## config.mk

```make
export PLATFORM = sky130hd
export DESIGN_NAME = adc_control_sequencer
export DESIGN_NICKNAME = d
export VERILOG_FILES = /design/src/adc_seq_pkg.sv /design/src/adc_control_sequencer.sv
export VERILOG_INCLUDE_DIRS = /design/src
export SDC_FILE = /design/constraint.sdc
export NUM_CORES = 1
export LEC_CHECK = 0
export BUFFER_PORTS_ARGS = -buffer_cell sky130_fd_sc_hd__buf_2
export CELL_PAD_IN_SITES_DETAIL_PLACEMENT = 1
export CELL_PAD_IN_SITES_GLOBAL_PLACEMENT = 1
export CORE_ASPECT_RATIO = 1.25
export CORE_MARGIN = 10
export CORE_UTILIZATION = 38
export CTS_CLUSTER_DIAMETER = 60
export DETAILED_ROUTE_END_ITERATION = 10
export PLACE_DENSITY_LB_ADDON = 0.1
export SLEW_MARGIN = 20
export SYNTH_ARGS = -nofsm -noshare
export SYNTH_HDL_FRONTEND = slang
export SYNTH_SLANG_ARGS = --single-unit
```

## constraint.sdc

```tcl
create_clock -name pclk -period 2.46 [get_ports pclk]
set_input_delay 0.492 -clock pclk [delete_from_list [all_inputs] [get_ports pclk]]
set_output_delay 0.492 -clock pclk [all_outputs]
set_load 0.005 [all_outputs]
```

## src/adc_seq_regs.svh

```systemverilog
// Register indices, field positions, reset values and timing counts of the converter sequencer.
`ifndef ADC_SEQ_REGS_SVH
`define ADC_SEQ_REGS_SVH

// Register indices; the APB byte address is four times the index.
`define IDX_IRQ_FLAGS 8'h0c
`define IDX_RESULT 8'h1e
`define IDX_CONTROL 8'h1f
`define IDX_IRQ_ENABLES 8'h8c
`define IDX_PIN_CONFIG 8'h9f

// Field positions.
`define DONE_FLAG_BIT 6
`define DONE_ENABLE_BIT 6

// Reset values.
`define CTRL_RESET 8'h00
`define PCFG_RESET 3'h0
`define ANALOG_MASK_RESET 4'hf
`define IRQ_BIT_RESET 1'b0

// Clock select codes and conversion tick masks on the free running prescaler.
`define CLK_SEL_DIV2 2'h0
`define CLK_SEL_DIV8 2'h1
`define CLK_SEL_DIV32 2'h2
`define CLK_SEL_RC 2'h3
`define TICK_MASK_DIV2 5'h01
`define TICK_MASK_DIV8 5'h07
`define TICK_MASK_DIV32 5'h1f

// One instruction cycle is four oscillator periods; the oscillator is pclk.
`define INSTR_CYCLE_PCLKS 4
`define RESULT_MSB_IDX 3'h7

`endif

```

## src/adc_seq_pkg.sv

```systemverilog
// Types shared by the converter sequencer.
`default_nettype none
package adc_seq_pkg;

	typedef enum logic [1:0]
	{
		ST_IDLE = 2'b00,
		ST_RC_WAIT = 2'b01,
		ST_SAMPLE = 2'b10,
		ST_CONVERT = 2'b11
	} seq_state_type;

	typedef struct packed
	{
		logic [1:0] clk_sel;
		logic rsv5;
		logic [1:0] in_sel;
		logic go;
		logic rsv1;
		logic power_on;
	} control_type;

endpackage
`default_nettype wire

```

## src/adc_control_sequencer.sv

```systemverilog
// APB register slave and successive-approximation sequencer of the four input converter.
`include "adc_seq_regs.svh"
`default_nettype none
module adc_control_sequencer
	import adc_seq_pkg::*;
(
	input wire logic pclk,
	input wire logic presetn,
	input wire logic psel,
	input wire logic penable,
	input wire logic pwrite,
	input wire logic [9:0] paddr,
	input wire logic [31:0] pwdata,
	output logic [31:0] prdata,
	output logic pready,
	output logic pslverr,
	input wire logic rc_tick,
	input wire logic comp_high,
	input wire logic sleep_active,
	input wire logic [5:0] gp_pins_in,
	output logic [5:0] gp_read_data,
	output logic [7:0] dac_code,
	output logic sample_hold,
	output logic [1:0] input_select,
	output logic ref_from_pin,
	output logic core_power,
	output logic pin_config_written,
	output logic irq_request,
	output logic wake_request
);

	control_type ctrl_q;
	seq_state_type state_q;
	logic [2:0] port_config_q;
	logic [3:0] analog_mask_q;
	logic ref_pin_q;
	logic conv_done_flag_q;
	logic conv_done_enable_q;
	logic [7:0] conversion_result_q;
	logic [7:0] sar_q;
	logic [2:0] bit_idx_q;
	logic [1:0] wait_q;
	logic [4:0] presc_q;
	logic core_off_q;
	logic [7:0] rd_byte;
	logic [31:0] prdata_q;
	logic pcfg_pulse_q;
	logic [5:0] gp_read_q;
	logic setup;
	logic access;
	logic wr_en;
	logic addr_ok;
	logic sel_flags;
	logic sel_result;
	logic sel_ctrl;
	logic sel_enables;
	logic sel_pcfg;
	logic mapped;
	logic conv_tick;
	logic [4:0] tick_mask;
	logic busy;
	logic start;
	logic sleep_abort;
	logic sw_abort;
	logic abort;
	logic done_pulse;
	logic [7:0] bit_mask;
	logic [7:0] sar_kept;
	logic [7:0] final_code;
	control_type wr_ctrl;

	// Analog pin set per configuration code; bit order is input three down to zero.
	function automatic logic [3:0] analog_of(input logic [2:0] cfg);
		case (cfg)
			3'h0: analog_of = 4'hf;
			3'h1: analog_of = 4'hf;
			3'h2: analog_of = 4'h7;
			3'h3: analog_of = 4'h3;
			3'h4: analog_of = 4'h3;
			3'h5: analog_of = 4'h1;
			3'h6: analog_of = 4'h1;
			default: analog_of = 4'h0;
		endcase
	endfunction

	// The reference pin codes take input one out of the digital port as well.
	function automatic logic ref_of(input logic [2:0] cfg);
		ref_of = (cfg == 3'h1) || (cfg == 3'h3) || (cfg == 3'h5);
	endfunction

	// APB decode; the bus never stalls, so pready is held high.
	assign setup = psel && !penable;
	assign access = psel && penable;
	assign addr_ok = (paddr[1:0] == 2'h0);
	assign sel_flags = addr_ok && (paddr[9:2] == `IDX_IRQ_FLAGS);
	assign sel_result = addr_ok && (paddr[9:2] == `IDX_RESULT);
	assign sel_ctrl = addr_ok && (paddr[9:2] == `IDX_CONTROL);
	assign sel_enables = addr_ok && (paddr[9:2] == `IDX_IRQ_ENABLES);
	assign sel_pcfg = addr_ok && (paddr[9:2] == `IDX_PIN_CONFIG);
	assign mapped = sel_flags || sel_result || sel_ctrl || sel_enables || sel_pcfg;
	assign wr_en = access && pwrite && mapped;
	assign wr_ctrl = control_type'(pwdata[7:0]);
	assign pready = 1'b1;
	assign pslverr = access && !mapped;

	// Read mux; reserved and unimplemented bits read as zero.
	always_comb
	begin
		rd_byte = 8'h00;
		if (sel_flags)
			rd_byte[`DONE_FLAG_BIT] = conv_done_flag_q;
		if (sel_enables)
			rd_byte[`DONE_ENABLE_BIT] = conv_done_enable_q;
		if (sel_result)
			rd_byte = conversion_result_q;
		if (sel_ctrl)
			rd_byte = {ctrl_q.clk_sel, 1'b0, ctrl_q.in_sel, ctrl_q.go, 1'b0, ctrl_q.power_on};
		if (sel_pcfg)
			rd_byte = {5'h00, port_config_q};
	end

	// Read data is captured in the setup cycle so it is stable through the access phase.
	always_ff @(posedge pclk or negedge presetn)
	begin
		if (!presetn)
			prdata_q <= 32'h0000_0000;
		else if (setup && !pwrite)
			prdata_q <= {24'h00_0000, rd_byte};
	end
	assign prdata = prdata_q;

	// Conversion clock: oscillator divisions come from a free running prescaler.
	always_ff @(posedge pclk or negedge presetn)
	begin
		if (!presetn)
			presc_q <= 5'h00;
		else
			presc_q <= presc_q + 5'h01;
	end

	// The RC tick is taken as a pulse synchronous to pclk.
	always_comb
	begin
		case (ctrl_q.clk_sel)
			`CLK_SEL_DIV2: tick_mask = `TICK_MASK_DIV2;
			`CLK_SEL_DIV8: tick_mask = `TICK_MASK_DIV8;
			`CLK_SEL_DIV32: tick_mask = `TICK_MASK_DIV32;
			default: tick_mask = 5'h00;
		endcase
		if (ctrl_q.clk_sel == `CLK_SEL_RC)
			conv_tick = rc_tick;
		else
			conv_tick = ((presc_q & tick_mask) == tick_mask);
	end

	// Start, abort and completion conditions of the sequencer.
	assign busy = (state_q != ST_IDLE);
	assign start = wr_en && sel_ctrl && wr_ctrl.go && wr_ctrl.power_on && !busy;
	assign sleep_abort = sleep_active && busy && (ctrl_q.clk_sel != `CLK_SEL_RC);
	assign sw_abort = wr_en && sel_ctrl && busy && (!wr_ctrl.go || !wr_ctrl.power_on);
	assign abort = sleep_abort || sw_abort;
	assign bit_mask = 8'h01 << bit_idx_q;
	// The comparator is high when the held input is at or above the trial code times one step.
	assign sar_kept = comp_high ? sar_q : (sar_q & ~bit_mask);
	assign done_pulse = (state_q == ST_CONVERT) && conv_tick && (bit_idx_q == 3'h0) && !abort;
	assign final_code = sar_kept;

	// Sequencer state; an abort of any kind returns it to idle at once.
	always_ff @(posedge pclk or negedge presetn)
	begin
		if (!presetn)
			state_q <= ST_IDLE;
		else if (abort)
			state_q <= ST_IDLE;
		else
		begin
			case (state_q)
				ST_IDLE:
					if (start)
						state_q <= (wr_ctrl.clk_sel == `CLK_SEL_RC) ? ST_RC_WAIT : ST_SAMPLE;
				ST_RC_WAIT:
					if (wait_q == 2'h0)
						state_q <= ST_SAMPLE;
				ST_SAMPLE:
					if (conv_tick)
						state_q <= ST_CONVERT;
				ST_CONVERT:
					if (done_pulse)
						state_q <= ST_IDLE;
				default:
					state_q <= ST_IDLE;
			endcase
		end
	end

	// One instruction cycle of wait lets the sleep instruction retire before sampling.
	always_ff @(posedge pclk or negedge presetn)
	begin
		if (!presetn)
			wait_q <= 2'h0;
		else if (start)
			wait_q <= 2'(`INSTR_CYCLE_PCLKS - 1);
		else if (state_q == ST_RC_WAIT && wait_q != 2'h0)
			wait_q <= wait_q - 2'h1;
	end

	// Successive approximation: trial bit set, kept or dropped on each conversion tick.
	always_ff @(posedge pclk or negedge presetn)
	begin
		if (!presetn)
		begin
			sar_q <= 8'h00;
			bit_idx_q <= `RESULT_MSB_IDX;
		end
		else if (state_q == ST_SAMPLE)
		begin
			sar_q <= 8'h80;
			bit_idx_q <= `RESULT_MSB_IDX;
		end
		else if (state_q == ST_CONVERT && conv_tick && bit_idx_q != 3'h0)
		begin
			sar_q <= sar_kept | (bit_mask >> 1);
			bit_idx_q <= bit_idx_q - 3'h1;
		end
	end
	assign dac_code = sar_q;
	assign sample_hold = (state_q == ST_SAMPLE);

	// The result register has no reset so a device reset leaves the last value in place.
	always_ff @(posedge pclk)
	begin
		if (done_pulse)
			conversion_result_q <= final_code;
		else if (wr_en && sel_result)
			conversion_result_q <= pwdata[7:0];
	end

	// Control register; hardware clears the status bit at completion or sleep abort.
	always_ff @(posedge pclk or negedge presetn)
	begin
		if (!presetn)
			ctrl_q <= control_type'(`CTRL_RESET);
		else
		begin
			if (wr_en && sel_ctrl)
			begin
				ctrl_q.clk_sel <= wr_ctrl.clk_sel;
				ctrl_q.in_sel <= wr_ctrl.in_sel;
				ctrl_q.power_on <= wr_ctrl.power_on;
				ctrl_q.go <= wr_ctrl.go && wr_ctrl.power_on;
				ctrl_q.rsv5 <= 1'b0;
				ctrl_q.rsv1 <= 1'b0;
			end
			if (done_pulse || sleep_abort)
				ctrl_q.go <= 1'b0;
		end
	end
	assign input_select = ctrl_q.in_sel;

	// Core shut-off in sleep keeps the power-on bit set; leaving sleep restores power.
	always_ff @(posedge pclk or negedge presetn)
	begin
		if (!presetn)
			core_off_q <= 1'b0;
		else if (sleep_abort)
			core_off_q <= 1'b1;
		else if (done_pulse && sleep_active && !conv_done_enable_q)
			core_off_q <= 1'b1;
		else if (!sleep_active)
			core_off_q <= 1'b0;
	end
	assign core_power = ctrl_q.power_on && !core_off_q;

	// Pin configuration; the decoded analog set and reference are kept in flops.
	always_ff @(posedge pclk or negedge presetn)
	begin
		if (!presetn)
		begin
			port_config_q <= `PCFG_RESET;
			analog_mask_q <= `ANALOG_MASK_RESET;
			ref_pin_q <= 1'b0;
			pcfg_pulse_q <= 1'b0;
		end
		else
		begin
			pcfg_pulse_q <= wr_en && sel_pcfg;
			if (wr_en && sel_pcfg)
			begin
				port_config_q <= pwdata[2:0];
				analog_mask_q <= analog_of(pwdata[2:0]);
				ref_pin_q <= ref_of(pwdata[2:0]);
			end
		end
	end
	assign ref_from_pin = ref_pin_q;
	// The port-change logic outside may flag this write; software should mask those first.
	assign pin_config_written = pcfg_pulse_q;

	// Digital port read; analog pins and the reference pin read as zero.
	always_ff @(posedge pclk or negedge presetn)
	begin
		if (!presetn)
			gp_read_q <= 6'h00;
		else
			gp_read_q <= gp_pins_in & ~{1'b0, analog_mask_q[3], 1'b0, analog_mask_q[2],
				analog_mask_q[1] | ref_pin_q, analog_mask_q[0]};
	end
	assign gp_read_data = gp_read_q;

	// Completion flag; a hardware set wins over a software clear in the same cycle.
	always_ff @(posedge pclk or negedge presetn)
	begin
		if (!presetn)
		begin
			conv_done_flag_q <= `IRQ_BIT_RESET;
			conv_done_enable_q <= `IRQ_BIT_RESET;
		end
		else
		begin
			if (done_pulse)
				conv_done_flag_q <= 1'b1;
			else if (wr_en && sel_flags)
				conv_done_flag_q <= pwdata[`DONE_FLAG_BIT];
			if (wr_en && sel_enables)
				conv_done_enable_q <= pwdata[`DONE_ENABLE_BIT];
		end
	end
	assign irq_request = conv_done_flag_q && conv_done_enable_q;
	assign wake_request = irq_request && sleep_active;

	AST_GO_CLEARED: assert property (@(posedge pclk) disable iff (!presetn)
		done_pulse |=> !ctrl_q.go && state_q == ST_IDLE)
		else $error("status bit not cleared at completion");
	AST_RESULT_LOAD: assert property (@(posedge pclk) disable iff (!presetn)
		done_pulse |=> conversion_result_q == $past(final_code))
		else $error("result not loaded at completion");
	AST_FLAG_SET: assert property (@(posedge pclk) disable iff (!presetn)
		done_pulse |=> conv_done_flag_q)
		else $error("completion flag not set");
	AST_RC_DELAY: assert property (@(posedge pclk) disable iff (!presetn)
		start && wr_ctrl.clk_sel == `CLK_SEL_RC && !sleep_active |=>
		(state_q == ST_RC_WAIT)[*4] ##1 (state_q == ST_SAMPLE || !presetn))
		else $error("RC start delay is not one instruction cycle");
	AST_SLEEP_ABORT: assert property (@(posedge pclk) disable iff (!presetn)
		sleep_abort |=> state_q == ST_IDLE && !core_power && !ctrl_q.go)
		else $error("sleep did not abort the conversion");
	AST_SLEEP_DONE_OFF: assert property (@(posedge pclk) disable iff (!presetn)
		done_pulse && sleep_active && !conv_done_enable_q && ctrl_q.power_on |=>
		!core_power && ctrl_q.power_on)
		else $error("core not powered down after sleep completion");
	AST_WAKE: assert property (@(posedge pclk) disable iff (!presetn)
		done_pulse && sleep_active && conv_done_enable_q |=> wake_request || !sleep_active)
		else $error("no wake after completion in sleep");
	AST_ANALOG_ZERO: assert property (@(posedge pclk) disable iff (!presetn)
		analog_mask_q[0] |=> !gp_read_q[0])
		else $error("analog pin read as one");
	AST_START_BUSY: assert property (@(posedge pclk) disable iff (!presetn)
		start && !abort |=> busy && ctrl_q.go)
		else $error("start did not begin a conversion");
	AST_PCFG_PULSE: assert property (@(posedge pclk) disable iff (!presetn)
		wr_en && sel_pcfg |=> pin_config_written ##1 !pin_config_written || (wr_en && sel_pcfg))
		else $error("configuration write pulse wrong");

endmodule
`default_nettype wire

```

* Word level (Yosys, flattened, before mapping) *
Index checks and enable logic that the tools add are counted.

operators by class
  $add $sub $neg = 3
  $mul = 0
  divide/modulo/power cells = 0
  order comparisons = 0
  eq/ne operators = 25
  shift-type cells = 1
  muxes and demuxes = 31
  bitwise logic cells = 7
  reductions and logical operators = 70

operators with widths
  kind                                             number
  2-to-1 mux 8 bit                                 8
  logical AND 1 bit                                34
  == test 8 x 5 -> 1 bit, second input constant    2
  == test 8 bit, second input constant             2
  2-to-1 mux 2 bit                                 8
  one-hot mux 4 bit (4 select lines)               1
  one-hot mux 5 bit (3 select lines)               1
  nonzero test 2 bit                               7
  == test 2 bit, second input constant             5
  == test 3 bit, second input constant             3
  logical NOT 1 bit                                9
  logical OR 1 bit                                 9
  2-to-1 mux 1 bit                                 9
  2-to-1 mux 3 bit                                 3
  inequality test 3 bit, second input constant     3
  AND 8 bit                                        1
  == test 8 x 4 -> 1 bit, second input constant    1
  logical NOT 2 bit                                4
  inverter 8 bit                                   1
  bitwise OR 8 x 7 -> 8 bit                        1
  one-hot mux 2 bit (4 select lines)               1
  left shift 1 x 3 -> 8 bit, first input constant  1
  AND 6 bit                                        1
  == test 3 x 2 -> 1 bit, second input constant    2
  other kinds (15)                                 20

storage, ports and cells
  bits in registers = 60
  latch bits = 0
  RAM bits = 0
  ROM bits = 0
  input port bits = 56
  output and inout port bits = 56
  memories kept = 0

* Depth between registers and ports, before layout *
Gate-level depths: netlist of run 1.

  depth in word-level cells = 17
  mapped depth = 9
  depth with buffers taken out = 7

* Worst setup path after synthesis of run 1 *
OpenSTA, ideal clock, no wires.

  path kind = input to register
  from = input port paddr[1]
  to = register conversion_result_q[1], data pin
  library setup time = 260 ps
  data arrival time = 2075 ps
  slack = 124 ps
  cell stages on the path = 6
  path buffers = 1
  cell sequence = or4_4 nor4_4 a32o_2 nand2b_4 buf_12 mux2_4

between the ends
  longest elaborated chain between the ends = 14
  elaborated cells between the ends (all ways) = 18
  classes of those cells = mux (1); reduce/logical (17)

RTL lines
  what                                  line                                                      source
  start: declaration                    adc_control_sequencer.sv:12                               input wire logic [9:0] paddr,
  logical NOT 2 bit (*)                 adc_control_sequencer.sv:94                               assign addr_ok = (paddr[1:0] == 2'h0);
  logical AND 1 bit (on tied branches)  adc_control_sequencer.sv:95, adc_control_sequencer.sv:96
  logical OR 1 bit (4 in a row)         adc_control_sequencer.sv:100                              assign mapped = sel_flags || sel_result || sel_ctrl || sel_enables || sel_pcfg;
  logical AND 1 bit                     adc_control_sequencer.sv:101                              assign wr_en = access && pwrite && mapped;
  logical AND 1 bit (*) (3 in a row)    adc_control_sequencer.sv:160                              assign sw_abort = wr_en && sel_ctrl && busy && (!wr_ctrl.go || !wr_ctrl.power_on);
  logical OR 1 bit (*)                  adc_control_sequencer.sv:161                              assign abort = sleep_abort || sw_abort;
  logical NOT 1 bit (*)                 adc_control_sequencer.sv:165                              assign done_pulse = (state_q == ST_CONVERT) && conv_tick && (bit_idx_q == 3'h0) && !abort;
  logical AND 1 bit (*)                 adc_control_sequencer.sv:165
  2-to-1 mux 8 bit (*)                  adc_control_sequencer.sv:232                              if (done_pulse)
  end signal: assignment                adc_control_sequencer.sv:233                              conversion_result_q <= final_code;
  end signal: assignment                adc_control_sequencer.sv:235                              conversion_result_q <= pwdata[7:0];
  end: declaration                      adc_control_sequencer.sv:39                               logic [7:0] conversion_result_q;

Mark *: on every way between the ends. The rest lies on a longest branch, timed or not.
A chain may end at the register's enable or synchronous reset.

* Worst setup path in the final report of run 1 *
  from = input port paddr[1]
  to = output port pslverr

between the ends
  longest elaborated chain between the ends = 8
  elaborated cells between the ends (all ways) = 12
  classes of those cells = reduce/logical (12)

RTL lines
  what                                  line                                                      source
  logical NOT 2 bit (*)                 adc_control_sequencer.sv:94
  logical AND 1 bit (on tied branches)  adc_control_sequencer.sv:95, adc_control_sequencer.sv:96
  logical OR 1 bit (3 in a row)         adc_control_sequencer.sv:100
  logical OR 1 bit (*)                  adc_control_sequencer.sv:100
  logical NOT 1 bit (*)                 adc_control_sequencer.sv:104                              assign pslverr = access && !mapped;
  logical AND 1 bit (*)                 adc_control_sequencer.sv:104
  end: declaration                      adc_control_sequencer.sv:16                               output logic pslverr,

Marks and branches as above.

==> impl_metrics.xml, run 1 <==
<?xml version="1.0" encoding="UTF-8"?>
<metrics>
  <group name="power">
    <metric name="power_density" unit="nW/µm²">662</metric>
    <metric name="p_switching" unit="µW">757</metric>
    <metric name="ir_worst_vdd" unit="µV">408</metric>
    <metric name="p_leak" unit="nW">1.92</metric>
    <metric name="seqPwrFrac" unit="">0.446</metric>
    <metric name="share_clk_of_total_power" unit="">0.346</metric>
    <metric name="sw_frac" unit="">0.295</metric>
    <metric name="intPower" unit="mW">1.81</metric>
    <metric name="combPwrFrac" unit="">0.209</metric>
  </group>
  <group name="worst_setup_path">
    <metric name="critical_path.cell_chain" unit="">buf_2 -&gt; or4_4 -&gt; buf_4 -&gt; nor4_2 -&gt; and4b_1 -&gt; buf_2</metric>
    <metric name="r2r_setup_slack" unit="ns">0.13</metric>
    <metric name="cp_common_cell" unit="">buf_2</metric>
    <metric name="r2r_end" unit="">conversion_result_q[3]</metric>
    <metric name="cp_slowest_stage_delay" unit="ns">0.55</metric>
    <metric name="worst-endpoint-arrival" unit="ns">1.87</metric>
    <metric name="critical-path-top-delay-family" unit="">simple AND/OR/NAND/NOR gates</metric>
    <metric name="crit_path_end_kind" unit="">primary output</metric>
    <metric name="worst-r2r-cell-count" unit="">8</metric>
    <metric name="setup.worst_path.start" unit="">paddr[1]</metric>
    <metric name="critPathRequiredTime" unit="ns">1.97</metric>
    <metric name="worst-path-max-fanout" unit="">4</metric>
    <metric name="crit_end" unit="">pslverr</metric>
    <metric name="crit_type" unit="">in2out</metric>
    <metric name="crit_path_start_kind" unit="">input pin</metric>
    <metric name="r2r_start" unit="">ctrl_q[6]</metric>
    <metric name="critPathBufInv" unit="">3</metric>
    <metric name="worstSetupPathDepth" unit="">6</metric>
    <metric name="critical-path-slowest-cell" unit="">or4_4</metric>
  </group>
  <group name="die">
    <metric name="core_region" unit="µm²">8240</metric>
    <metric name="fp.dieH" unit="µm">123</metric>
    <metric name="floorplan.initialDensity" unit="">0.391</metric>
    <metric name="die_area" unit="µm²">12600</metric>
    <metric name="core.rowCount" unit="">37</metric>
    <metric name="die-width" unit="µm">102</metric>
    <metric name="io_pins" unit="">112</metric>
  </group>
  <group name="clock_tree">
    <metric name="path_clk_slew" unit="ns">0.06</metric>
    <metric name="holdBufCountCts" unit="">0</metric>
    <metric name="latest_clock_arrival_within_the_worst_skew_pair" unit="ns">0.35</metric>
    <metric name="longest_clk_path_bufs" unit="">2</metric>
    <metric name="clockRootBuffer" unit="">clkbuf_8</metric>
    <metric name="tritoncts" unit="">yes</metric>
    <metric name="tritoncts_num_sinks" unit="">60</metric>
    <metric name="inserted_clock_buffers" unit="">9</metric>
    <metric name="cts_htree_levels" unit="">3</metric>
  </group>
  <group name="routing">
    <metric name="detailedRoute.firstIterationViolations" unit="">99</metric>
    <metric name="first_pass_iters" unit="">4</metric>
    <metric name="post_dr_wirelength_cell" unit="µm">17.8</metric>
    <metric name="totalWireLength" unit="µm">8630</metric>
    <metric name="routed-via-count" unit="">2435</metric>
    <metric name="detail-route-antenna-nets" unit="">0</metric>
    <metric name="drcViolationCount" unit="">0</metric>
    <metric name="detail_route.vias_per_cell" unit="">5.02</metric>
  </group>
  <group name="synthesis">
    <metric name="post-synth-top-area-fraction" unit="">0.350</metric>
    <metric name="combinational_family_with_the_most_area_after_synthesis" unit="">simple AND/OR/NAND/NOR gates</metric>
    <metric name="post_synth_inst_count" unit="">299</metric>
    <metric name="synth_simple_gate_area_frac" unit="">0.146</metric>
    <metric name="synth_ff_type" unit="">dfrtp_1</metric>
    <metric name="synthTopCellsByArea" unit="">dfrtp_1 35%, edfxtp_1 7.5%, buf_4 6.5%, dfstp_2 5.7%, ha_1 5.1%</metric>
    <metric name="synth_seq_cells" unit="">60</metric>
    <metric name="synth_compound_gate_area_share" unit="">0.129</metric>
    <metric name="synth.yosys.seq_area_share" unit="">0.482</metric>
    <metric name="ys.warnings.count" unit="">0</metric>
    <metric name="synth_xor_area_frac" unit="">0.0136</metric>
    <metric name="synth.largest_area_cell" unit="">dfrtp_1</metric>
    <metric name="syn-mean-instance-area" unit="µm²">10.8</metric>
    <metric name="synth.mux.area_fraction" unit="">0.0766</metric>
    <metric name="post_synth_instance_area" unit="µm²">3220</metric>
    <metric name="synth_enable_flop_cells" unit="">8</metric>
    <metric name="yosysUniqueCellTypes" unit="">58</metric>
    <metric name="post_synth_fa_ha_maj_area_fraction" unit="">0.0505</metric>
    <metric name="async_flop_share" unit="">0.867</metric>
  </group>
  <group name="place">
    <metric name="gpl.final_weighted_congestion" unit="">0.795</metric>
    <metric name="detailedPlacementHpwl" unit="µm">6840</metric>
    <metric name="portBuffers" unit="">62</metric>
    <metric name="dp_slack" unit="ns">-0.0584</metric>
  </group>
  <group name="finish">
    <metric name="antenna_cells_inserted" unit="">0</metric>
    <metric name="area_growth" unit="%">20.3</metric>
    <metric name="drive_above_1_share" unit="">0.353</metric>
    <metric name="layout.core_utilization" unit="">0.470</metric>
    <metric name="finalNetCount" unit="">452</metric>
    <metric name="count_of_fill_cells_added_during_filler_insertion" unit="">977</metric>
  </group>
  <group name="timing">
    <metric name="setup_viol" unit="">0</metric>
    <metric name="drv_slew" unit="">0</metric>
    <metric name="timing.slew.headroom" unit="">0.579</metric>
    <metric name="timing_worst_slew_pin_value" unit="ns">0.632</metric>
    <metric name="post-route-worst-setup-slack" unit="ns">0.101</metric>
    <metric name="achievable-frequency" unit="GHz">0.424</metric>
    <metric name="clock_skew" unit="ns">0.0102</metric>
    <metric name="fin_crit" unit="ns">2.36</metric>
    <metric name="min_period_over_period" unit="">0.959</metric>
    <metric name="hold_viol" unit="">0</metric>
  </group>
  <group name="grt">
    <metric name="grt_overflow" unit="">0</metric>
    <metric name="first_pass_grt_wire_length" unit="µm">14000</metric>
    <metric name="number_of_global_route_vias_before_repair" unit="">2665</metric>
    <metric name="antenna_found_initial" unit="">0</metric>
    <metric name="groute.usage.overall" unit="">0.142</metric>
    <metric name="largest_net_degree_at_the_start_of_global_routing" unit="">28</metric>
  </group>
  <group name="run_status">
    <metric name="status" unit="">finished clean</metric>
  </group>
  <group name="job">
    <metric name="maxCapViolCount" unit="">0</metric>
  </group>
  <group name="hold_path">
    <metric name="hp-class" unit="">in2async</metric>
  </group>
</metrics>
## layout by cell type (no fill, tap or decap), types with 4 or more instances in the layout
cell	Yosys	layout
a21boi_0	7	7
clkbuf_8	0	10
o21ai_0	14	14
inv_1	15	15
dfstp_2	7	7
ha_1	13	13
a221oi_1	4	4
nor2b_1	5	5
buf_4	28	22
xnor2_1	4	4
mux2_2	13	13
nand3_1	10	10
nor2_1	21	21
dfrtp_1	45	45
edfxtp_1	8	8
nor3_1	7	7
conb_1	2	25
nand2_1	22	21
mux2_4	6	6
a21oi_1	12	12
a211oi_1	6	6
buf_2	2	62
## layer usage
metal	vias up	global-route usage	part of all wire
li1	1173	-	-
met2	66	0.237	0.50
met5	-	0	0
met3	14	0.0438	0.053
met1	1182	0.165	0.42
met4	0	0.0610	0.021
## synth_stat cells, types with 8 or more instances
cell and n:
o21ai_0 14, buf_4 28, mux2_2 13, dfrtp_1 45, inv_1 15, nor2_1 21, edfxtp_1 8, a21oi_1 12
ha_1 13, nand3_1 10, nand2_1 22
## power groups by stage
stage | logic [mW] | registers, mW | clock network (mW)
after global routing | 0.607 | 1.15 | 0.962
after CTS | 0.543 | 1.14 | 0.919
after global placement | 0.521 | 1.16 | 0
after detailed placement | 0.543 | 1.16 | 0
final | 0.535 | 1.14 | 0.886
after floorplan | 0.353 | 1.15 | 0
## registers in the layout, indices dropped and copies added (netlist names)
name                 flops
wait_q                   2
core_off_q               1
ref_from_pin             1
prdata                   8
conversion_result_q      8
state_q                  2
dac_code                 8
pin_config_written       1
bit_idx_q                3
gp_read_data             6
presc_q                  5
conv_done_flag_q         1
analog_mask_q            4
port_config_q            3
ctrl_q                   4
conv_done_enable_q       1
input_select             2
## logic make-up (layout without fill, tap and decap cells)
| logic type | Yosys count | after routing |
|---|---|---|
| flip-flops | 60 | 60 |
| adder cells (fa/ha/maj) | 13 | 13 |
| XOR/XNOR | 5 | 5 |
| multiplexers | 20 | 20 |
| AO/OA/AOI/OAI | 60 | 60 |
| AND/OR/NAND/NOR | 88 | 88 |
| buffers and inverters | 51 | 117 |
| other | 2 | 25 |
## through the flow
step | setup TNS [ns] | cell area, µm² | hold slack, ns | cells | total power, mW
3_3_place_gp | -0.0650 | 3660 | 0.450 | 467 | 1.68
2_1_floorplan | 0 | 3300 | 0.196 | 322 | 1.51
5_1_grt | -0.00627 | 3870 | 0.203 | 485 | 2.72
4_1_cts | 0 | 3850 | 0.184 | 483 | 2.60
6_report | 0 | 3870 | 0.163 | 485 | 2.56
3_5_place_dp | -0.444 | 3660 | 0.458 | 467 | 1.70
## area by class of cell
class	instances	area, µm²	share of cell area
Sequential cell	60	1550	0.400
Inverter	15	56.3	0.0145
Multi-Input combinational cell	211	1440	0.371
Tap cell	97	121	0.0313
Clock inverter	5	52.6	0.0136
Timing Repair Buffer	86	515	0.133
Clock buffer	11	141	0.0365
## how the worst min path moves through the flow
| stage | start | end | slack, ns | cells after the start |
|---|---|---|---|---|
| after floorplan | presetn | conv_done_enable_q | 0.20 | 0 |
| after global placement | prdata[5] | prdata[5] | 0.45 | 2 |
| after detailed placement | ref_from_pin | gp_read_data[1] | 0.46 | 1 |
| after CTS | presetn | state_q[0] | 0.18 | 1 |
| after global routing | presetn | ref_from_pin | 0.20 | 1 |
| final | presetn | state_q[0] | 0.16 | 1 |
## timing repair
item                       CTS  global route
gates resized for setup      0             2
buffers inserted             0             2
setup endpoints to repair    0            15
## worst reg2reg max path: stages (launching register included)
cell      delay [ns]
dfrtp_1         0.35
inv_1           0.10
ha_1            0.20
a21boi_0        0.13
o41ai_2         0.37
buf_4           0.19
and4_2          0.28
nand2b_4        0.14
mux2_4          0.32
(Power assumes the default switching activity.)
==> run 2: changes to the inputs <==
--- a/config.mk
+++ b/config.mk
@@ -7,14 +7,12 @@
 export NUM_CORES = 1
 export LEC_CHECK = 0
 export BUFFER_PORTS_ARGS = -buffer_cell sky130_fd_sc_hd__buf_2
-export CELL_PAD_IN_SITES_DETAIL_PLACEMENT = 1
-export CELL_PAD_IN_SITES_GLOBAL_PLACEMENT = 1
 export CORE_ASPECT_RATIO = 1.25
 export CORE_MARGIN = 10
-export CORE_UTILIZATION = 38
+export CORE_UTILIZATION = 46
 export CTS_CLUSTER_DIAMETER = 60
 export DETAILED_ROUTE_END_ITERATION = 10
-export PLACE_DENSITY_LB_ADDON = 0.1
+export PLACE_DENSITY = 0.74
 export SLEW_MARGIN = 20
 export SYNTH_ARGS = -nofsm -noshare
 export SYNTH_HDL_FRONTEND = slang
==> run 2 against run 1 <==
Critical path depth stayed put. Power is 0.21% lower. Die area is 14% lower. Global-route usage hardly changed. Critical path type unchanged. Critical endpoint unchanged. Largest power group unchanged.
==> impl_metrics.xml, run 2 (same netlist as run 1, synthesis figures left out) <==
<?xml version="1.0" encoding="UTF-8"?>
<metrics>
  <group name="finish">
    <metric name="area_growth" unit="%">18.4</metric>
    <metric name="layout.area.seq" unit="µm²">1550</metric>
    <metric name="antenna_cells_inserted" unit="">0</metric>
    <metric name="finalNetCount" unit="">446</metric>
    <metric name="final_area" unit="µm²">3810</metric>
    <metric name="drive_above_1_share" unit="">0.335</metric>
    <metric name="layoutNonFillerInstCount" unit="">472</metric>
    <metric name="count_of_fill_cells_added_during_filler_insertion" unit="">623</metric>
    <metric name="final_cell_mix" unit="">62 x buf_2, 45 x dfrtp_1, 25 x conb_1</metric>
    <metric name="layout_commonest_cell" unit="">buf_2</metric>
    <metric name="multi_input_comb_area" unit="µm²">1430</metric>
  </group>
  <group name="clock_tree">
    <metric name="inserted_clock_buffers" unit="">9</metric>
    <metric name="clockRootBuffer" unit="">clkbuf_8</metric>
    <metric name="cts_htree_levels" unit="">3</metric>
    <metric name="tritoncts" unit="">yes</metric>
    <metric name="postCtsResizedCells" unit="">0</metric>
    <metric name="longest_clk_path_bufs" unit="">2</metric>
    <metric name="cts_setup_buffers" unit="">0</metric>
    <metric name="holdBufCountCts" unit="">0</metric>
    <metric name="latest_clock_arrival_within_the_worst_skew_pair" unit="ns">0.33</metric>
    <metric name="path_clk_slew" unit="ns">0.07</metric>
    <metric name="tritoncts_num_sinks" unit="">60</metric>
  </group>
  <group name="grt">
    <metric name="grt_overflow" unit="">0</metric>
    <metric name="groute.usage.overall" unit="">0.142</metric>
    <metric name="first_pass_grt_wire_length" unit="µm">12300</metric>
    <metric name="largest_net_degree_at_the_start_of_global_routing" unit="">28</metric>
    <metric name="antenna_found_initial" unit="">0</metric>
    <metric name="number_of_global_route_vias_before_repair" unit="">2536</metric>
  </group>
  <group name="timing">
    <metric name="post-route-worst-setup-slack" unit="ns">0.111</metric>
    <metric name="min_period_over_period" unit="">0.955</metric>
    <metric name="clock_skew" unit="ns">0.00894</metric>
    <metric name="fin_crit" unit="ns">2.35</metric>
    <metric name="drv_slew" unit="">0</metric>
    <metric name="achievable-frequency" unit="GHz">0.426</metric>
    <metric name="rsz0062_at_grt" unit="">no</metric>
    <metric name="setup_viol" unit="">0</metric>
    <metric name="timing.slew.headroom" unit="">0.605</metric>
    <metric name="hold_viol" unit="">0</metric>
    <metric name="timing_worst_slew_pin_value" unit="ns">0.593</metric>
    <metric name="tns" unit="ns">0</metric>
  </group>
  <group name="routing">
    <metric name="detail-route-antenna-nets" unit="">0</metric>
    <metric name="first_pass_iters" unit="">5</metric>
    <metric name="detail_route.vias_per_cell" unit="">5.03</metric>
    <metric name="detailedRoute.firstIterationViolations" unit="">117</metric>
    <metric name="totalWireLength" unit="µm">7460</metric>
    <metric name="post_dr_wirelength_cell" unit="µm">15.8</metric>
    <metric name="routed-via-count" unit="">2372</metric>
    <metric name="drcViolationCount" unit="">0</metric>
  </group>
  <group name="worst_setup_path">
    <metric name="worst-path-max-fanout" unit="">4</metric>
    <metric name="cp_slowest_stage_delay" unit="ns">0.56</metric>
    <metric name="critPathRequiredTime" unit="ns">1.97</metric>
    <metric name="worst-endpoint-arrival" unit="ns">1.86</metric>
    <metric name="critical_path.cell_chain" unit="">buf_2 -&gt; or4_4 -&gt; buf_4 -&gt; nor4_2 -&gt; and4b_1 -&gt; buf_2</metric>
    <metric name="critical-path-slowest-cell" unit="">or4_4</metric>
    <metric name="crit_path_start_kind" unit="">input pin</metric>
    <metric name="crit_path_end_kind" unit="">primary output</metric>
    <metric name="cp_common_cell" unit="">buf_2</metric>
    <metric name="crit_type" unit="">in2out</metric>
  </group>
  <group name="power">
    <metric name="design_power_total" unit="mW">2.56</metric>
    <metric name="ir_worst_vdd" unit="µV">430</metric>
    <metric name="p_leak" unit="nW">1.90</metric>
    <metric name="power_density" unit="nW/µm²">671</metric>
  </group>
  <group name="die">
    <metric name="core_region" unit="µm²">6890</metric>
    <metric name="core.rowCount" unit="">34</metric>
    <metric name="die_area" unit="µm²">10800</metric>
    <metric name="io_pins" unit="">112</metric>
    <metric name="floorplan.initialDensity" unit="">0.467</metric>
    <metric name="die-width" unit="µm">94.8</metric>
    <metric name="fp.dieH" unit="µm">114</metric>
  </group>
  <group name="hold_path">
    <metric name="hp-class" unit="">in2async</metric>
  </group>
  <group name="job">
    <metric name="maxCapViolCount" unit="">0</metric>
  </group>
  <group name="place">
    <metric name="gpl.final_weighted_congestion" unit="">0.843</metric>
    <metric name="dp_slack" unit="ns">-0.0233</metric>
    <metric name="portBuffers" unit="">62</metric>
    <metric name="postPlaceCellArea" unit="µm²">3610</metric>
    <metric name="dp.cells" unit="">456</metric>
    <metric name="detailedPlacementHpwl" unit="µm">5950</metric>
  </group>
  <group name="run_status">
    <metric name="status" unit="">finished clean</metric>
  </group>
</metrics>
-- run 2: changes by cell type in the layout (fill, tap and decap cells not counted), sizes merged --
cell / change
buf: -6
clkbuf: +1
clkinvlp: -1
-- run 2: cell type report --
type,count,area share
Clock buffer,12,0.0407
Clock inverter,4,0.0125
Inverter,15,0.0148
Multi-Input combinational cell,211,0.376
Sequential cell,60,0.407
Tap cell,90,0.0295
Timing Repair Buffer,80,0.120
-- run 2: through the flow --
step | util | hold WS [ns]
after floorplan | - | 0.196
after global placement | 0.524 | 0.449
after detailed placement | 0.524 | 0.456
after CTS | 0.553 | 0.176
after global routing | 0.553 | 0.188
final | 0.553 | 0.161
-- run 2: power breakdown --
| group | internal [mW] | leakage (nW) | total, mW | switching [mW] |
|---|---|---|---|---|
| sequential | 1.09 | 0.724 | 1.14 | 0.0532 |
| combinational | 0.226 | 1.07 | 0.526 | 0.301 |
| clock | 0.520 | 0.104 | 0.890 | 0.370 |
| total | 1.83 | 1.90 | 2.56 | 0.724 |
-- run 2: layer usage --
metal / vias to the layer above / GRT usage / routed length, µm
met3: 9 / 0.0493 / 602
met5: - / 0 / 0
met4: 0 / 0.0570 / 140
met1: 1123 / 0.160 / 2900
met2: 77 / 0.239 / 3810
li1: 1163 / - / -
-- run 2: path summary, 6_finish.rpt --
path	startpoint	endpoint	slack, ns	cells after the start
min in group pclk	gp_pins_in[5]	gp_read_data[5]	0.27	1
hold / removal	presetn	gp_read_data[0]	0.16	1
setup reg to reg	ctrl_q[6]	conversion_result_q[6]	0.15	7
max in group asynchronous	presetn	bit_idx_q[1]	1.67	2
setup / recovery	paddr[1]	pslverr	0.11	6
hold reg to reg	presc_q[4]	presc_q[4]	0.47	1
-- run 2: worst max-delay path, delay by kind of cell --
family,cells,cell delay [ns]
buffers and inverters,3,0.40
AND/OR/NAND/NOR,3,0.98
==> run 3: changes to the inputs <==
--- a/config.mk
+++ b/config.mk
@@ -13,6 +13,8 @@
 export CTS_CLUSTER_DIAMETER = 60
 export DETAILED_ROUTE_END_ITERATION = 10
 export PLACE_DENSITY = 0.74
+export RECOVER_POWER = 100
+export REMOVE_ABC_BUFFERS = 1
 export SLEW_MARGIN = 20
 export SYNTH_ARGS = -nofsm -noshare
 export SYNTH_HDL_FRONTEND = slang
==> run 3 against run 2 <==
Hold slack better by 0.10 ns. Final cell count unchanged. Die area unchanged. Via count up 0.46%. Count of clock-buffer cells in the layout unchanged. Non-clock buffer count unchanged. Largest cell class unchanged. Core utilization down 1.4 points. Clock skew down 0.0032 ns. Combinational power down 5.7%. Critical endpoint unchanged. Largest power group unchanged. Register-to-register slack better by 0.08 ns.
==> impl_metrics.xml, run 3 (same netlist as run 1, synthesis figures left out) <==
<?xml version="1.0" encoding="UTF-8"?>
<metrics>
  <group name="run_status">
    <metric name="status" unit="">finished clean</metric>
  </group>
  <group name="worst_setup_path">
    <metric name="crit_path_start_kind" unit="">input pin</metric>
    <metric name="critPathRequiredTime" unit="ns">1.97</metric>
    <metric name="cp_common_cell" unit="">clkbuf_1</metric>
    <metric name="cp_slowest_stage_delay" unit="ns">0.56</metric>
    <metric name="crit_type" unit="">in2out</metric>
    <metric name="critical-path-slowest-cell" unit="">or4_4</metric>
    <metric name="critical_path.cell_chain" unit="">clkbuf_1 -&gt; or4_4 -&gt; clkbuf_1 -&gt; nor4_2 -&gt; and4b_1 -&gt; clkbuf_1</metric>
    <metric name="critPathBufInv" unit="">3</metric>
    <metric name="crit_path_end_kind" unit="">primary output</metric>
    <metric name="worst-endpoint-arrival" unit="ns">1.83</metric>
    <metric name="critical-path-top-delay-family" unit="">simple AND/OR/NAND/NOR gates</metric>
    <metric name="worst-path-max-fanout" unit="">4</metric>
  </group>
  <group name="grt">
    <metric name="number_of_global_route_vias_before_repair" unit="">2409</metric>
    <metric name="first_pass_grt_wire_length" unit="µm">12300</metric>
    <metric name="antenna_found_initial" unit="">0</metric>
    <metric name="largest_net_degree_at_the_start_of_global_routing" unit="">53</metric>
    <metric name="grt_overflow" unit="">0</metric>
    <metric name="groute.usage.overall" unit="">0.142</metric>
  </group>
  <group name="place">
    <metric name="postPlaceCellArea" unit="µm²">3610</metric>
    <metric name="dp.cells" unit="">456</metric>
    <metric name="dp_slack" unit="ns">-0.0259</metric>
    <metric name="detailedPlacementHpwl" unit="µm">5890</metric>
    <metric name="portBuffers" unit="">62</metric>
    <metric name="gpl.final_weighted_congestion" unit="">0.877</metric>
  </group>
  <group name="timing">
    <metric name="min_period_over_period" unit="">0.944</metric>
    <metric name="achievable-frequency" unit="GHz">0.430</metric>
    <metric name="timing_worst_slew_pin_value" unit="ns">1.29</metric>
    <metric name="rsz0062_at_grt" unit="">no</metric>
    <metric name="hold_viol" unit="">0</metric>
    <metric name="tns" unit="ns">0</metric>
    <metric name="worst_hold_slack_across_all_endpoints" unit="ns">0.265</metric>
    <metric name="drv_slew" unit="">0</metric>
    <metric name="fin_crit" unit="ns">2.32</metric>
    <metric name="post-route-worst-setup-slack" unit="ns">0.137</metric>
    <metric name="setup_viol" unit="">0</metric>
    <metric name="clock_skew" unit="ns">0.00575</metric>
    <metric name="timing.slew.headroom" unit="">0.138</metric>
  </group>
  <group name="routing">
    <metric name="drcViolationCount" unit="">0</metric>
    <metric name="detail_route.vias_per_cell" unit="">5.05</metric>
    <metric name="routed-via-count" unit="">2383</metric>
    <metric name="totalWireLength" unit="µm">7570</metric>
    <metric name="detailedRoute.firstIterationViolations" unit="">166</metric>
    <metric name="detail-route-antenna-nets" unit="">0</metric>
    <metric name="post_dr_wirelength_cell" unit="µm">16.0</metric>
    <metric name="first_pass_iters" unit="">5</metric>
  </group>
  <group name="clock_tree">
    <metric name="clockRootBuffer" unit="">clkbuf_8</metric>
    <metric name="cts_setup_buffers" unit="">0</metric>
    <metric name="tritoncts" unit="">yes</metric>
    <metric name="cts_htree_levels" unit="">3</metric>
    <metric name="path_clk_slew" unit="ns">0.07</metric>
    <metric name="inserted_clock_buffers" unit="">9</metric>
    <metric name="latest_clock_arrival_within_the_worst_skew_pair" unit="ns">0.33</metric>
    <metric name="longest_clk_path_bufs" unit="">2</metric>
    <metric name="holdBufCountCts" unit="">0</metric>
    <metric name="tritoncts_num_sinks" unit="">60</metric>
  </group>
  <group name="finish">
    <metric name="layout.core_utilization" unit="">0.539</metric>
    <metric name="layout_commonest_cell" unit="">dfrtp_1</metric>
    <metric name="area_growth" unit="%">15.5</metric>
    <metric name="layout.area.seq" unit="µm²">1550</metric>
    <metric name="multi_input_comb_area" unit="µm²">1410</metric>
    <metric name="layoutNonFillerInstCount" unit="">472</metric>
    <metric name="antenna_cells_inserted" unit="">0</metric>
    <metric name="finalNetCount" unit="">446</metric>
    <metric name="count_of_fill_cells_added_during_filler_insertion" unit="">682</metric>
    <metric name="final_area" unit="µm²">3720</metric>
    <metric name="final_cell_mix" unit="">45 x dfrtp_1, 36 x buf_2, 33 x clkbuf_1</metric>
    <metric name="drive_above_1_share" unit="">0.230</metric>
  </group>
  <group name="die">
    <metric name="core_region" unit="µm²">6890</metric>
    <metric name="io_pins" unit="">112</metric>
    <metric name="die-width" unit="µm">94.8</metric>
    <metric name="fp.dieH" unit="µm">114</metric>
    <metric name="die_area" unit="µm²">10800</metric>
    <metric name="floorplan.initialDensity" unit="">0.467</metric>
    <metric name="core.rowCount" unit="">34</metric>
  </group>
  <group name="job">
    <metric name="maxCapViolCount" unit="">0</metric>
  </group>
  <group name="power">
    <metric name="p_leak" unit="nW">1.73</metric>
    <metric name="design_power_total" unit="mW">2.51</metric>
    <metric name="ir_worst_vdd" unit="µV">346</metric>
    <metric name="power_density" unit="nW/µm²">676</metric>
  </group>
  <group name="hold_path">
    <metric name="hp-class" unit="">in2reg</metric>
  </group>
</metrics>
## run 3: cell type report
cell class | instances | share of cell area
clock buffer | 12 | 0.0391
clock inverter | 4 | 0.0131
inverter | 15 | 0.0152
multi-input combinational | 211 | 0.380
sequential | 60 | 0.417
tap | 90 | 0.0303
timing repair buffer | 80 | 0.105
## run 3: path summary, 6_finish.rpt
path,from,to,slack (ns),cells past startpoint
setup / recovery,paddr[1],pslverr,0.14,6
hold / removal,gp_pins_in[5],gp_read_data[5],0.26,1
setup reg to reg,ctrl_q[6],conversion_result_q[7],0.23,7
hold reg to reg,prdata[5],prdata[5],0.46,2
max in group asynchronous,presetn,dac_code[6],1.16,2
min in group asynchronous,presetn,prdata[0],0.53,2
## run 3: worst reg2reg max path: cells and delay by family (launching register included)
kind,cells,cell delay (ns)
adders and majority gates,1,0.29
and+or+nand+nor,3,0.72
buffers and inverters,1,0.09
DFF,1,0.35
AOI/OAI and AO/OA,2,0.45
## run 3: what timing repair did
item | CTS | global route
gates resized for setup | 0 | 1
hold endpoints to repair | 0 | 0
setup endpoints to repair | 0 | 15
## run 3: routing by layer
layer / track usage / up-vias / part of all wire
li1: - / 1161 / -
met1: 0.174 / 1143 / 0.43
met2: 0.230 / 70 / 0.49
met3: 0.0440 / 9 / 0.062
met4: 0.0480 / 0 / 0.014
met5: 0 / - / 0
## run 3: power breakdown
group,switching [mW],internal (mW)
registers,0.0567,1.09
logic,0.292,0.204
clock network,0.378,0.495
